==> src/sms_pkg.sv <==
// shared constants and types of the safety module status and input block
// assumes a 125 MHz core clock and an apb master with 32-bit data
package sms_pkg;

	// ************************************************************
	// clock and timing
	// ************************************************************
	localparam int unsigned CLK_HZ        = 125_000_000;         // core_clk rate
	localparam int unsigned CYC_PER_US    = CLK_HZ / 1_000_000;  // cycles in one microsecond
	localparam int unsigned TO_FILT_US    = 1800;                // torque-off pulse tolerance, 1.8 ms
	localparam int unsigned BRK_FILT_US   = 1000;                // brake channel pulse filter, 1 ms
	localparam int unsigned DISC_US       = 10000;               // allowed channel mismatch, 10 ms
	localparam int unsigned TO_FILT_CYC   = TO_FILT_US * CYC_PER_US;
	localparam int unsigned BRK_FILT_CYC  = BRK_FILT_US * CYC_PER_US;
	localparam int unsigned DISC_CYC      = DISC_US * CYC_PER_US;
	localparam int unsigned CNT_W         = 24;                  // width of every timing counter

	// ************************************************************
	// register map (byte addresses)
	// ************************************************************
	localparam int unsigned ADDR_W        = 12;
	localparam logic [11:0] ADDR_STATUS   = 12'h000;  // safety_status_word, read only
	localparam logic [11:0] ADDR_IRQ_STAT = 12'h004;  // sticky event bits, read only
	localparam logic [11:0] ADDR_IRQ_CLR  = 12'h008;  // write one to clear, write only
	localparam logic [11:0] ADDR_IRQ_EN   = 12'h00C;  // interrupt enables
	localparam logic [11:0] ADDR_CTRL     = 12'h010;  // brake handling and current sense

	// ************************************************************
	// safety_status_word bit positions
	// ************************************************************
	localparam int unsigned STAT_W        = 26;
	localparam int unsigned B_ERR         = 0;
	localparam int unsigned B_MOD_REL     = 1;
	localparam int unsigned B_REL_A       = 2;
	localparam int unsigned B_VOLT_LOW    = 3;
	localparam int unsigned B_VOLT_HIGH   = 4;
	localparam int unsigned B_HS_A_ON     = 5;
	localparam int unsigned B_LS_ON       = 6;
	localparam int unsigned B_CUR_HI_A    = 7;
	localparam int unsigned B_NOCUR_A     = 8;
	localparam int unsigned B_HS_A_OPEN   = 9;
	localparam int unsigned B_HS_A_SHORT  = 10;
	localparam int unsigned B_LS_OPEN     = 11;
	localparam int unsigned B_LS_SHORT    = 12;
	localparam int unsigned B_UPPER_ON    = 13;
	localparam int unsigned B_LOWER_ON    = 14;
	localparam int unsigned B_REF_LOW     = 15;
	localparam int unsigned B_REQ_A       = 16;
	localparam int unsigned B_LOAD_UPPER  = 17;
	localparam int unsigned B_LOAD_LOWER  = 18;
	localparam int unsigned B_REL_B       = 19;
	localparam int unsigned B_HS_B_ON     = 20;
	localparam int unsigned B_CUR_HI_B    = 21;
	localparam int unsigned B_NOCUR_B     = 22;
	localparam int unsigned B_HS_B_OPEN   = 23;
	localparam int unsigned B_HS_B_SHORT  = 24;
	localparam int unsigned B_REQ_B       = 25;

	// ************************************************************
	// control and interrupt fields
	// ************************************************************
	localparam int unsigned C_EN_A        = 0;            // brake handling axis a
	localparam int unsigned C_EN_B        = 1;            // brake handling axis b
	localparam int unsigned C_CUR_SENSE   = 2;            // brake current measurement on
	localparam int unsigned CTRL_W        = 3;
	localparam logic [2:0]  CTRL_RST      = 3'h4;         // measurement on, no axis handled
	localparam int unsigned IRQ_W         = 4;
	localparam int unsigned I_ERR         = 0;            // module entered error
	localparam int unsigned I_TO_CHG      = 1;            // torque-off status changed
	localparam int unsigned I_BRK_CHG     = 2;            // brake status changed
	localparam int unsigned I_WARN        = 3;            // a warning bit rose
	localparam logic [31:0] RD_ZERO       = 32'h0000_0000;

	// diagnostic levels from the analogue front end and drive control
	typedef struct packed {
		logic upper_driver_supply;   // upper driver supply present
		logic lower_driver_supply;   // lower driver supply present
		logic brake_volt_low;        // brake supply too low
		logic brake_volt_high;       // brake supply too high
		logic cur_high_a;            // brake a current above limit
		logic cur_high_b;            // brake b current above limit
		logic cur_none_a;            // brake a draws no current
		logic cur_none_b;            // brake b draws no current
		logic hs_a_open;             // high-side a high resistance
		logic hs_a_short;            // high-side a short
		logic ls_open;               // low-side high resistance
		logic ls_short;              // low-side short
		logic hs_b_open;             // high-side b high resistance
		logic hs_b_short;            // high-side b short
		logic ref5_low;              // 5 v reference too low
		logic load_upper_err;        // base load resistor, upper supply
		logic load_lower_err;        // base load resistor, lower supply
		logic release_req_a;         // drive control asks brake a open
		logic release_req_b;         // drive control asks brake b open
	} sms_diag_s;

	// switch commands towards the brake output stage
	typedef struct packed {
		logic hs_a_on;
		logic hs_b_on;
		logic ls_on;
	} sms_switch_s;

endpackage

==> src/sms_safety_status.sv <==
// input qualification, channel cross-check and status word of the safety module
// assumes channel pins and diagnostics are asynchronous, apb master on core_clk
//
// Operation
// - internal error sets status bit 0
// - report brake switch states in status
// - brake supply low/high warnings bits 3,4
// - brake overcurrent errors bits 7,21
// - no brake or measurement off warns
// - switch fault errors bits 9-12,23,24
// - supply presence 13,14; load errors 17,18
// - 5 v reference low warns bit 15
// - mirror release requests bits 16,25
// - torque-off output only while modulation possible
// - brake output only while brakes released
// - brake inputs ignore pulses under 1 ms
// - torque-off inputs tolerate test pulses
// - led green running, red on error
// - cross-check redundant channels on every change
// - modulation needs both driver supplies
// - brake output needs all handled axes open
//
// Decided for this implementation: the APB interface to the registers and the address map.
`timescale 1ns/1ns
`default_nettype none

// ************************************************************
// pulse filter for one channel input
// ************************************************************
module sms_deglitch #(
	parameter int unsigned FILT = 1
) (
	// clock and reset
	input  wire logic core_clk,
	input  wire logic nrst,
	// channel
	input  wire logic raw,
	output var  logic q_reg
);
	import sms_pkg::*;

	logic [CNT_W-1:0] cnt_reg;  // cycles the input has differed from q

	// a level must differ for FILT cycles in a row before it is taken;
	// any return to the old level restarts the count
	always_ff @(posedge core_clk or negedge nrst) begin
		if (!nrst) begin
			cnt_reg <= '0;
			q_reg   <= 1'b0;
		end else if (raw == q_reg) begin
			cnt_reg <= '0;
		end else if (cnt_reg >= CNT_W'(FILT - 1)) begin
			q_reg   <= raw;
			cnt_reg <= '0;
		end else begin
			cnt_reg <= cnt_reg + 1'b1;
		end
	end
endmodule

// ************************************************************
// top
// ************************************************************
module sms_safety_status #(
	parameter int unsigned TO_FILT  = sms_pkg::TO_FILT_CYC,   // torque-off filter cycles
	parameter int unsigned BRK_FILT = sms_pkg::BRK_FILT_CYC,  // brake channel filter cycles
	parameter int unsigned DISC     = sms_pkg::DISC_CYC       // allowed mismatch cycles
) (
	// clock and reset
	input  wire logic                     core_clk,
	input  wire logic                     nrst,
	// apb slave
	input  wire logic                     psel,
	input  wire logic                     penable,
	input  wire logic                     pwrite,
	input  wire logic [11:0]              paddr,
	input  wire logic [31:0]              pwdata,
	output var  logic [31:0]              prdata,
	output var  logic                     pready,
	output var  logic                     pslverr,
	// channel pins
	input  wire logic [1:0]               torque_off_channel,
	input  wire logic [1:0]               brake_control_channel,
	// diagnostics
	input  wire sms_pkg::sms_diag_s       diag_in,
	// switch commands and status pins
	output var  sms_pkg::sms_switch_s     switch_out,
	output var  logic                     torque_off_status_output,
	output var  logic                     brake_status_output,
	output var  logic                     led_green,
	output var  logic                     led_red,
	output var  logic                     irq
);
	import sms_pkg::*;

	// ************************************************************
	// synchronisers
	// ************************************************************
	localparam int unsigned SYNC_W = $bits(sms_diag_s) + 4;

	logic [SYNC_W-1:0]   sync1_reg;     // first stage, read only by stage two
	logic [SYNC_W-1:0]   sync2_reg;     // stable copy
	sms_diag_s           diag;          // synchronised diagnostics
	logic [1:0]          to_raw;        // synchronised torque-off channels
	logic [1:0]          brk_raw;       // synchronised brake channels

	// every channel and diagnostic pin is asynchronous to core_clk, so all pass two flops
	always_ff @(posedge core_clk or negedge nrst) begin
		if (!nrst) begin
			sync1_reg <= '0;
			sync2_reg <= '0;
		end else begin
			sync1_reg <= {diag_in, torque_off_channel, brake_control_channel};
			sync2_reg <= sync1_reg;
		end
	end

	assign diag    = sms_diag_s'(sync2_reg[SYNC_W-1:4]);
	assign to_raw  = sync2_reg[3:2];
	assign brk_raw = sync2_reg[1:0];

	// ************************************************************
	// channel filters
	// ************************************************************
	logic [1:0] to_f;   // qualified torque-off channels
	logic [1:0] brk_f;  // qualified brake channels

	// test pulses shorter than the tolerance never reach the logic
	for (genvar i = 0; i < 2; i++) begin : g_filt
		sms_deglitch #(.FILT(TO_FILT)) u_to (
			.core_clk (core_clk),
			.nrst     (nrst),
			.raw      (to_raw[i]),
			.q_reg    (to_f[i])
		);
		sms_deglitch #(.FILT(BRK_FILT)) u_brk (
			.core_clk (core_clk),
			.nrst     (nrst),
			.raw      (brk_raw[i]),
			.q_reg    (brk_f[i])
		);
	end

	// ************************************************************
	// channel cross-check
	// ************************************************************
	logic [CNT_W-1:0] disc_to_reg;   // cycles torque-off channels disagree
	logic [CNT_W-1:0] disc_brk_reg;  // cycles brake channels disagree
	logic             disc_err_reg;  // mismatch outlasted the window

	// a status change on one channel must be followed by its twin within
	// the window; the window covers a test pulse interval of up to 10 ms
	always_ff @(posedge core_clk or negedge nrst) begin
		if (!nrst) begin
			disc_to_reg  <= '0;
			disc_brk_reg <= '0;
			disc_err_reg <= 1'b0;
		end else begin
			disc_to_reg  <= (to_f[0] != to_f[1]) ? disc_to_reg + 1'b1 : '0;
			disc_brk_reg <= (brk_f[0] != brk_f[1]) ? disc_brk_reg + 1'b1 : '0;
			if (disc_to_reg >= CNT_W'(DISC) || disc_brk_reg >= CNT_W'(DISC)) begin
				disc_err_reg <= 1'b1;
			end
		end
	end

	// ************************************************************
	// control registers
	// ************************************************************
	logic [CTRL_W-1:0] ctrl_reg;     // brake handling and current sense
	logic [IRQ_W-1:0]  irq_en_reg;   // interrupt enables
	logic              wr_acc;       // write taken this edge
	logic              setup;        // apb setup cycle

	assign setup  = psel && !penable;
	assign wr_acc = psel && penable && pready && pwrite;

	// software steers brake handling and measurement here
	always_ff @(posedge core_clk or negedge nrst) begin
		if (!nrst) begin
			ctrl_reg   <= CTRL_RST;
			irq_en_reg <= '0;
		end else if (wr_acc) begin
			if (paddr == ADDR_CTRL) begin
				ctrl_reg <= pwdata[CTRL_W-1:0];
			end
			if (paddr == ADDR_IRQ_EN) begin
				irq_en_reg <= pwdata[IRQ_W-1:0];
			end
		end
	end

	// ************************************************************
	// error latch
	// ************************************************************
	logic err_reg;   // module error, held until reset
	logic err_cond;  // any error source now

	// overcurrent counts only while the measurement is on
	assign err_cond = disc_err_reg
		| (ctrl_reg[C_CUR_SENSE] & (diag.cur_high_a | diag.cur_high_b))
		| diag.hs_a_open | diag.hs_a_short | diag.ls_open | diag.ls_short
		| diag.hs_b_open | diag.hs_b_short | diag.load_upper_err | diag.load_lower_err;

	// a safety error is never self-healing; only a reset clears it
	always_ff @(posedge core_clk or negedge nrst) begin
		if (!nrst) begin
			err_reg <= 1'b0;
		end else if (err_cond) begin
			err_reg <= 1'b1;
		end
	end

	// ************************************************************
	// brake switch commands and module outputs
	// ************************************************************
	logic hs_a_next;   // high-side a command
	logic hs_b_next;   // high-side b command
	logic ls_next;     // low-side command
	logic mod_next;    // modulation possible
	logic rel_a_next;  // brake a open
	logic rel_b_next;  // brake b open
	logic brk_next;    // every handled axis open

	// both channels feed the high sides, the low side follows either high side
	assign hs_a_next  = brk_f[0] & brk_f[1] & diag.release_req_a & ctrl_reg[C_EN_A] & ~err_reg;
	assign hs_b_next  = brk_f[0] & brk_f[1] & diag.release_req_b & ctrl_reg[C_EN_B] & ~err_reg;
	assign ls_next    = hs_a_next | hs_b_next;
	assign rel_a_next = hs_a_next & ls_next;
	assign rel_b_next = hs_b_next & ls_next;
	// both channels and both driver supplies are needed to modulate
	assign mod_next   = to_f[0] & to_f[1] & diag.upper_driver_supply
		& diag.lower_driver_supply & ~err_reg;
	// no handled axis means no release to report
	assign brk_next   = (ctrl_reg[C_EN_A] | ctrl_reg[C_EN_B])
		& (~ctrl_reg[C_EN_A] | rel_a_next) & (~ctrl_reg[C_EN_B] | rel_b_next);

	// all pins come straight from flops
	always_ff @(posedge core_clk or negedge nrst) begin
		if (!nrst) begin
			switch_out               <= '0;
			torque_off_status_output <= 1'b0;
			brake_status_output      <= 1'b0;
			led_green                <= 1'b0;
			led_red                  <= 1'b0;
		end else begin
			switch_out.hs_a_on       <= hs_a_next;
			switch_out.hs_b_on       <= hs_b_next;
			switch_out.ls_on         <= ls_next;
			torque_off_status_output <= mod_next;
			brake_status_output      <= brk_next;
			led_green                <= ~err_reg;
			led_red                  <= err_reg;
		end
	end

	// ************************************************************
	// status word
	// ************************************************************
	logic [STAT_W-1:0] status_reg;   // safety_status_word
	logic [STAT_W-1:0] status_next;

	always_comb begin
		status_next               = '0;
		status_next[B_ERR]        = err_reg;
		status_next[B_MOD_REL]    = mod_next;
		status_next[B_REL_A]      = rel_a_next;
		status_next[B_REL_B]      = rel_b_next;
		status_next[B_HS_A_ON]    = hs_a_next;
		status_next[B_HS_B_ON]    = hs_b_next;
		status_next[B_LS_ON]      = ls_next;
		status_next[B_VOLT_LOW]   = diag.brake_volt_low;
		status_next[B_VOLT_HIGH]  = diag.brake_volt_high;
		status_next[B_CUR_HI_A]   = ctrl_reg[C_CUR_SENSE] & diag.cur_high_a;
		status_next[B_CUR_HI_B]   = ctrl_reg[C_CUR_SENSE] & diag.cur_high_b;
		status_next[B_NOCUR_A]    = ~ctrl_reg[C_CUR_SENSE] | diag.cur_none_a;
		status_next[B_NOCUR_B]    = ~ctrl_reg[C_CUR_SENSE] | diag.cur_none_b;
		status_next[B_HS_A_OPEN]  = diag.hs_a_open;
		status_next[B_HS_A_SHORT] = diag.hs_a_short;
		status_next[B_LS_OPEN]    = diag.ls_open;
		status_next[B_LS_SHORT]   = diag.ls_short;
		status_next[B_HS_B_OPEN]  = diag.hs_b_open;
		status_next[B_HS_B_SHORT] = diag.hs_b_short;
		status_next[B_UPPER_ON]   = diag.upper_driver_supply;
		status_next[B_LOWER_ON]   = diag.lower_driver_supply;
		status_next[B_LOAD_UPPER] = diag.load_upper_err;
		status_next[B_LOAD_LOWER] = diag.load_lower_err;
		status_next[B_REF_LOW]    = diag.ref5_low;
		status_next[B_REQ_A]      = diag.release_req_a;
		status_next[B_REQ_B]      = diag.release_req_b;
	end

	// registered so the word lines up with the output pins
	always_ff @(posedge core_clk or negedge nrst) begin
		if (!nrst) begin
			status_reg <= '0;
		end else begin
			status_reg <= status_next;
		end
	end

	// ************************************************************
	// interrupts
	// ************************************************************
	logic [IRQ_W-1:0] irq_stat_reg;   // sticky events
	logic [IRQ_W-1:0] irq_set;        // events this cycle
	logic [IRQ_W-1:0] irq_clr;        // clear strobes this cycle
	logic [4:0]       warn_new;       // warning bits of the coming word
	logic [4:0]       warn_old;       // warning bits of the word now held

	assign warn_new = {status_next[B_VOLT_LOW], status_next[B_VOLT_HIGH], status_next[B_NOCUR_A],
		status_next[B_NOCUR_B], status_next[B_REF_LOW]};
	assign warn_old = {status_reg[B_VOLT_LOW], status_reg[B_VOLT_HIGH], status_reg[B_NOCUR_A],
		status_reg[B_NOCUR_B], status_reg[B_REF_LOW]};
	assign irq_set[I_ERR]     = err_cond & ~err_reg;
	assign irq_set[I_TO_CHG]  = mod_next != torque_off_status_output;
	assign irq_set[I_BRK_CHG] = brk_next != brake_status_output;
	// each warning bit that rises counts, even while another one is already up
	assign irq_set[I_WARN]    = |(warn_new & ~warn_old);
	assign irq_clr = (wr_acc && paddr == ADDR_IRQ_CLR) ? pwdata[IRQ_W-1:0] : '0;

	// a new event in the clearing cycle survives the clear
	always_ff @(posedge core_clk or negedge nrst) begin
		if (!nrst) begin
			irq_stat_reg <= '0;
		end else begin
			irq_stat_reg <= (irq_stat_reg & ~irq_clr) | irq_set;
		end
	end

	// level output, registered on the same edge as the sticky bits
	always_ff @(posedge core_clk or negedge nrst) begin
		if (!nrst) begin
			irq <= 1'b0;
		end else begin
			irq <= |((irq_stat_reg & ~irq_clr | irq_set) & irq_en_reg);
		end
	end

	// ************************************************************
	// apb read path
	// ************************************************************
	// answer is prepared in the setup cycle, so the access phase ends
	// after one cycle; unmapped addresses answer with pslverr
	always_ff @(posedge core_clk or negedge nrst) begin
		if (!nrst) begin
			prdata  <= RD_ZERO;
			pready  <= 1'b0;
			pslverr <= 1'b0;
		end else if (setup) begin
			pready  <= 1'b1;
			pslverr <= 1'b0;
			prdata  <= RD_ZERO;
			case (paddr)
				ADDR_STATUS: begin
					prdata <= {{(32-STAT_W){1'b0}}, status_reg};
				end
				ADDR_IRQ_STAT: begin
					prdata <= {{(32-IRQ_W){1'b0}}, irq_stat_reg};
				end
				ADDR_IRQ_CLR: begin
					prdata <= RD_ZERO;
				end
				ADDR_IRQ_EN: begin
					prdata <= {{(32-IRQ_W){1'b0}}, irq_en_reg};
				end
				ADDR_CTRL: begin
					prdata <= {{(32-CTRL_W){1'b0}}, ctrl_reg};
				end
				default: begin
					pslverr <= 1'b1;
				end
			endcase
		end else begin
			pready  <= 1'b0;
			pslverr <= 1'b0;
		end
	end
endmodule

`default_nettype wire

==> config.mk <==
export PLATFORM = sky130hd
export DESIGN_NAME = sms_safety_status
export DESIGN_NICKNAME = d
export VERILOG_FILES = /design/src/sms_pkg.sv /design/src/sms_safety_status.sv
export SDC_FILE = /design/constraint.sdc
export NUM_CORES = 1
export LEC_CHECK = 0
export BUFFER_PORTS_ARGS = -buffer_cell sky130_fd_sc_hd__buf_2
export CAP_MARGIN = 10
export CORE_MARGIN = 2
export CORE_UTILIZATION = 53
export DETAILED_ROUTE_END_ITERATION = 8
export HOLD_SLACK_MARGIN = 0.15
export PLACE_DENSITY = 0.78
export SLEW_MARGIN = 20
export SYNTH_ARGS = -nofsm -noshare
export SYNTH_HDL_FRONTEND = slang
export SYNTH_SLANG_ARGS = --single-unit
==> constraint.sdc <==
create_clock -name core_clk -period 1.95 [get_ports core_clk]
set_input_delay 0.2925 -clock core_clk [delete_from_list [all_inputs] [get_ports core_clk]]
set_output_delay 0.2925 -clock core_clk [all_outputs]
set_load 0.02 [all_outputs]
## After elaboration in Yosys (flattened, before gate mapping)

Index checks and enable logic that the tools add are counted.

- Flip-flop bits (word level): 275
- Logic and storage cells: 134

- Multiplexer cells: 15
- $add $sub $neg: 6
- Bitwise logic cells: 49
- Reduce and logical (&&, ||, !) cells: 17
- Equal/unequal tests: 12
- Magnitude comparators: 6

Operators by type and width:

| operator | number |
|---|---|
| 24-bit 2-to-1 mux | 10 |
| 24-bit by 1-bit adder with 24-bit output (second input constant) | 6 |
| 26-bit one-hot mux with 4 select lines | 1 |
| 24-bit by 17-bit >= comparator with 1-bit output (second input constant) | 2 |
| 24-bit by 18-bit >= comparator with 1-bit output (second input constant) | 2 |
| 24-bit by 21-bit >= comparator with 1-bit output (second input constant) | 2 |
| 12-bit by 4-bit equality test with 1-bit output (second input constant) | 2 |
| 1-bit AND | 19 |
| 1-bit OR | 16 |
| 12-bit by 3-bit equality test with 1-bit output (second input constant) | 1 |
| 12-bit by 5-bit equality test with 1-bit output (second input constant) | 1 |
| 12-bit zero test | 1 |
| 2-bit AND reduction | 6 |
| 5-bit OR reduction | 2 |
| 4-bit AND | 2 |
| 1-bit inverter | 8 |
| 5-bit AND | 1 |
| 1-bit logical AND | 5 |
| 5-bit inverter | 1 |
| 1-bit equality test | 4 |
| 4-bit 2-to-1 mux | 1 |
| 1-bit != test | 4 |
| 4-bit inverter | 1 |
| 4-bit OR | 1 |
| 4 further kinds | 6 |

## Longest topological paths before layout

- Word-level depth: 15
- Mapped depth: 9
- Mapped depth without buffers: 7

## By module

From an unflattened synthesis, not the netlist that was laid out.

- Cells, all modules: 947
- Area, all modules: 11036.8 um^2

Modules (own cells, without submodules):

| module | cells an instance | area each (um^2) | times used | seq. area each (um^2) |
|---|---|---|---|---|
| sms_safety_status | 511 | 6407.4 | 1 | 4080.2 |
| sms_deglitch (g_filt[0].u_brk ...) | 110 | 1159.9 | 2 | 625.6 |
| sms_deglitch (g_filt[0].u_to ...) | 108 | 1154.9 | 2 | 625.6 |

## Worst setup path after synthesis

No wires, ideal clock.

- Path kind: register -> register
- Start: register g_filt[1].u_brk.cnt_reg[0]
- End: register g_filt[1].u_brk.q_reg
- Period minus slack after synthesis: 2.008 ns
- Library setup time: 0.125 ns
- Setup slack: -0.058 ns
- Buffers on the path: 0
- Arrival time: 1.883 ns
- Cell stages (with the launch flop): 7
- Cell sequence: dfrtp_1 -> ha_1 -> a2111o_1 -> a21oi_1 -> o31ai_1 -> a41oi_2 -> mux2_2

- Word-level cells in the longest chain between the ends: 2

RTL lines:

| element | line | source |
|---|---|---|
| start: declaration | sms_safety_status.sv:42 | `logic [CNT_W-1:0] cnt_reg;` |
| start signal: assignment | sms_safety_status.sv:56 | `cnt_reg <= cnt_reg + 1'b1;` |
| 24-bit by 17-bit >= comparator with 1-bit output | sms_safety_status.sv:52 | `end else if (cnt_reg >= CNT_W'(FILT - 1)) begin` |
| 2-bit AND reduction (no line) | n/a |  |
| end signal: assignment | sms_safety_status.sv:53 | `q_reg <= raw;` |
| end: declaration | sms_safety_status.sv:38 | `output var logic q_reg` |

Every way passes these cells.
A chain may end at the register's enable or synchronous reset.

## Final worst setup path

Ends and elaborated chain as after synthesis.

==> flow_summary.toml <==
[worst_setup_path]
cp_slowest_cell = "a2111o_1"
end_kind = "register"
critPathMaxFanout = 3
crit_family = "compound AO/OA/AOI/OAI gates"
crit_type = "reg -> reg"
crit_path_start_kind = "register"
cp_cell_sequence = "ha_2 -> a2111o_1 -> a21oi_2 -> o31ai_2 -> a41oi_2 -> mux2_4"
max_stage_delay_ns = 0.42
cp.buffers_inverters = 0
worstPathRequired_ns = 2.37
critPathArrivalTime_ns = 2.41

[grt]
grt-ovfl-total = 0
grt_pass1_wl_mm = 32.4
grt_pass1_vias = 6797
grt_antenna_before_repair = 0
grt_max_degree = 63
grt.total_usage_pct = 19.3

[die]
ios = 114
start_util_pct = 54.0
die_area_um2 = 20900
die_x_um = 145
dieHeight_um = 145
core_area_um2 = 19400
rows = 51

[synth]
ys_seq_area_share_pct = 62.8
synthTopCellsByArea = "dfrtp_1 63%, xnor2_1 4.6%, xor2_1 4.0%"
async_reset_ff_share_pct = 100
synth_top_area_share_pct = 62.6
synth_most_common_cell = "dfrtp_1"
syn_area_um2 = 10500
yosys_warnings = 0
synth-edff-count = 0
synth_flop_cell = "dfrtp_1"
syn_avg_cell_area_um2 = 12.1
ys_ff_latch = 263
yosys-top-cells-count = "262 x dfrtp_1, 94 x nor2_1, 55 x xnor2_1"
synthDistinctLibCells = 63
synth_top_cell_by_area = "dfrtp_1"
syn_inst = 864

[pwr]
p_total_mw = 11.6
leakage_nw = 6.08
max-vdd-ir-drop_uv = 624
p_per_area_nw_per_um2 = 890

[placed_design]
gp_congestion = 0.828
post-place-ws_ns = -0.0660
portBuffers = 79
dp_hpwl_mm = 12.7

[timing]
setup_violations = 16
finalCritPeriodShare_pct = 102
fin_tns_setup_ns = -0.234
worst_slack_ns = -0.0446
maxSlewViolCount = 0
holdWs_ns = 0.168
hold_viol_final = 0
fin_skew_ns = 0.0151
max_slew_margin_pct = 54.4
period_needed_ns = 1.99
fmaxAchievable_mhz = 501
rsz0062_at_grt = "yes"
worstMarginPinSlew_ns = 0.681

[clock_network]
cts.sinks = 263
numCtsBuffers = 27
cts_tree = "yes"
root_buffer = "clkbuf_16"
htree_levels = 1
clockBufferDepth = 3
cts.clk_slew.worst_paths_ns = 0.06
clkLatencyLatePin_ns = 0.53

[min_path]
hp-class = "in -> reg"

[cells_and_area]
n_fill_cell = 1410
drive_gt1_share_pct = 20.5
area_growth_pct = 24.0
final_nets = 1136
antennaDiodeCount = 0

[detailed_routing]
wl_met1_mm = 8.96
ant_nets = 0
drt_wl_total_mm = 19.4
wl_per_cell_um = 14.5
wl_met2_mm = 9.18
drc = 0
drt_pre_antenna_iters = 5
vias = 6957
routed.top_layer = "met4"
met3_length_um = 958
drt-initial-drc-count = 377
via_per_inst = 5.19

[run_status]
failed_checks = "setup timing"
status = "complete, but fails checks"

[run]
drv_cap = 0
cells in the final DEF (no fill, tap or decap), drive strengths merged, types with 3 or more instances in the layout:
master | synthesis | routed
nand2b | 5 | 5
bufinv | 0 | 5
o221ai | 3 | 3
nand2 | 48 | 50
and2 | 45 | 45
nand4 | 27 | 27
conb | 1 | 32
a22o | 23 | 23
xnor2 | 55 | 55
and4 | 7 | 7
and3 | 21 | 21
dfrtp | 262 | 262
a21oi | 5 | 5
clkinv | 0 | 5
xor2 | 48 | 48
clkinvlp | 0 | 4
buf | 18 | 125
a31oi | 4 | 4
nor2b | 8 | 8
nor4 | 9 | 9
nor2 | 94 | 94
nor3 | 11 | 11
o21a | 3 | 3
inv | 23 | 25
a41oi | 4 | 4
or3 | 9 | 9
clkbuf | 10 | 34
dlygate4sd3 | 0 | 31
o21ai | 16 | 16
a21boi | 5 | 5
o211a | 3 | 3
mux2 | 11 | 11
mux2i | 7 | 7
ha | 10 | 10
or4 | 3 | 3
nand3 | 42 | 42
report_power, final:
part           switching, mW  total [mW]  internal [mW]
Clock                   2.09        5.45           3.37
Sequential            0.0677        5.65           5.59
Combinational          0.268       0.447          0.179
Total                   2.43        11.6           9.13
worst paths after layout:
path,start,to,slack [ns],depth (start not counted)
worst max-delay path,g_filt[1].u_brk.cnt_reg[0],g_filt[1].u_brk.q_reg,-0.04,6
worst min-delay path,paddr[6],pslverr,0.17,5
worst max register to register,g_filt[1].u_brk.cnt_reg[0],g_filt[1].u_brk.q_reg,-0.04,6
worst min register to register,sync1_reg[5],sync2_reg[5],0.34,0
max in group asynchronous,nrst,ctrl_reg[2],1.08,3
min in group asynchronous,nrst,g_filt[0].u_brk.cnt_reg[6],0.23,2
per-layer routing:
| metal | vias up | GRT usage (%) |
|---|---|---|
| met4 | 0 | 5.21 |
| met1 | 3477 | 27.5 |
| li1 | 3314 | - |
| met2 | 143 | 30.9 |
| met3 | 23 | 3.41 |
| met5 | - | 0 |
repair_timing:
item | 4_1_cts | 5_1_grt
cloned | 0 | 2
pin swaps | 2 | 22
gates resized for setup | 6 | 23
setup endpoints to repair | 52 | 66
hold buffers | 31 | 0
endpoints found under the hold margin | 296 | 0
buffers inserted | 1 | 2
cell type report:
cell class	instances	area, µm²	share of cell area, %
clock inverter	16	223	1.72
tap	265	332	2.55
sequential	263	6580	50.7
clock buffer	34	742	5.71
inverter	23	86.3	0.665
multi-input combinational	583	3880	29.9
timing repair buffer	156	1140	8.78
cell families (layout without fill, tap and decap cells):
| group | count (synthesis) | in the layout | synth area share [%] |
|---|---|---|---|
| flip-flops | 263 | 263 | 62.8 |
| adder cells (fa/ha/maj) | 10 | 10 | 1.19 |
| buffers and inverters | 51 | 229 | 2.43 |
| other | 1 | 32 | 0.0358 |
| multiplexers | 18 | 18 | 1.85 |
| AO/OA/AOI/OAI | 84 | 84 | 6.26 |
| XOR/XNOR | 103 | 103 | 8.61 |
| AND/OR/NAND/NOR | 334 | 336 | 16.8 |
through the flow:
stage                     cells  util (%)  area, µm²
after floorplan             895         -      10600
after global placement     1254      59.6      11600
after detailed placement   1254      59.6      11600
after CTS                  1336      66.4      12900
after global routing       1340      66.9      13000
final                      1340      66.9      13000
worst reg2reg max path, stage by stage, from the launching register on:
cell and delay [ns]:
dfrtp_1 0.38, ha_2 0.19, a2111o_1 0.42, a21oi_2 0.19, o31ai_2 0.09, a41oi_2 0.27, mux2_4 0.33
No activity file was read; power rests on OpenSTA's default activity.
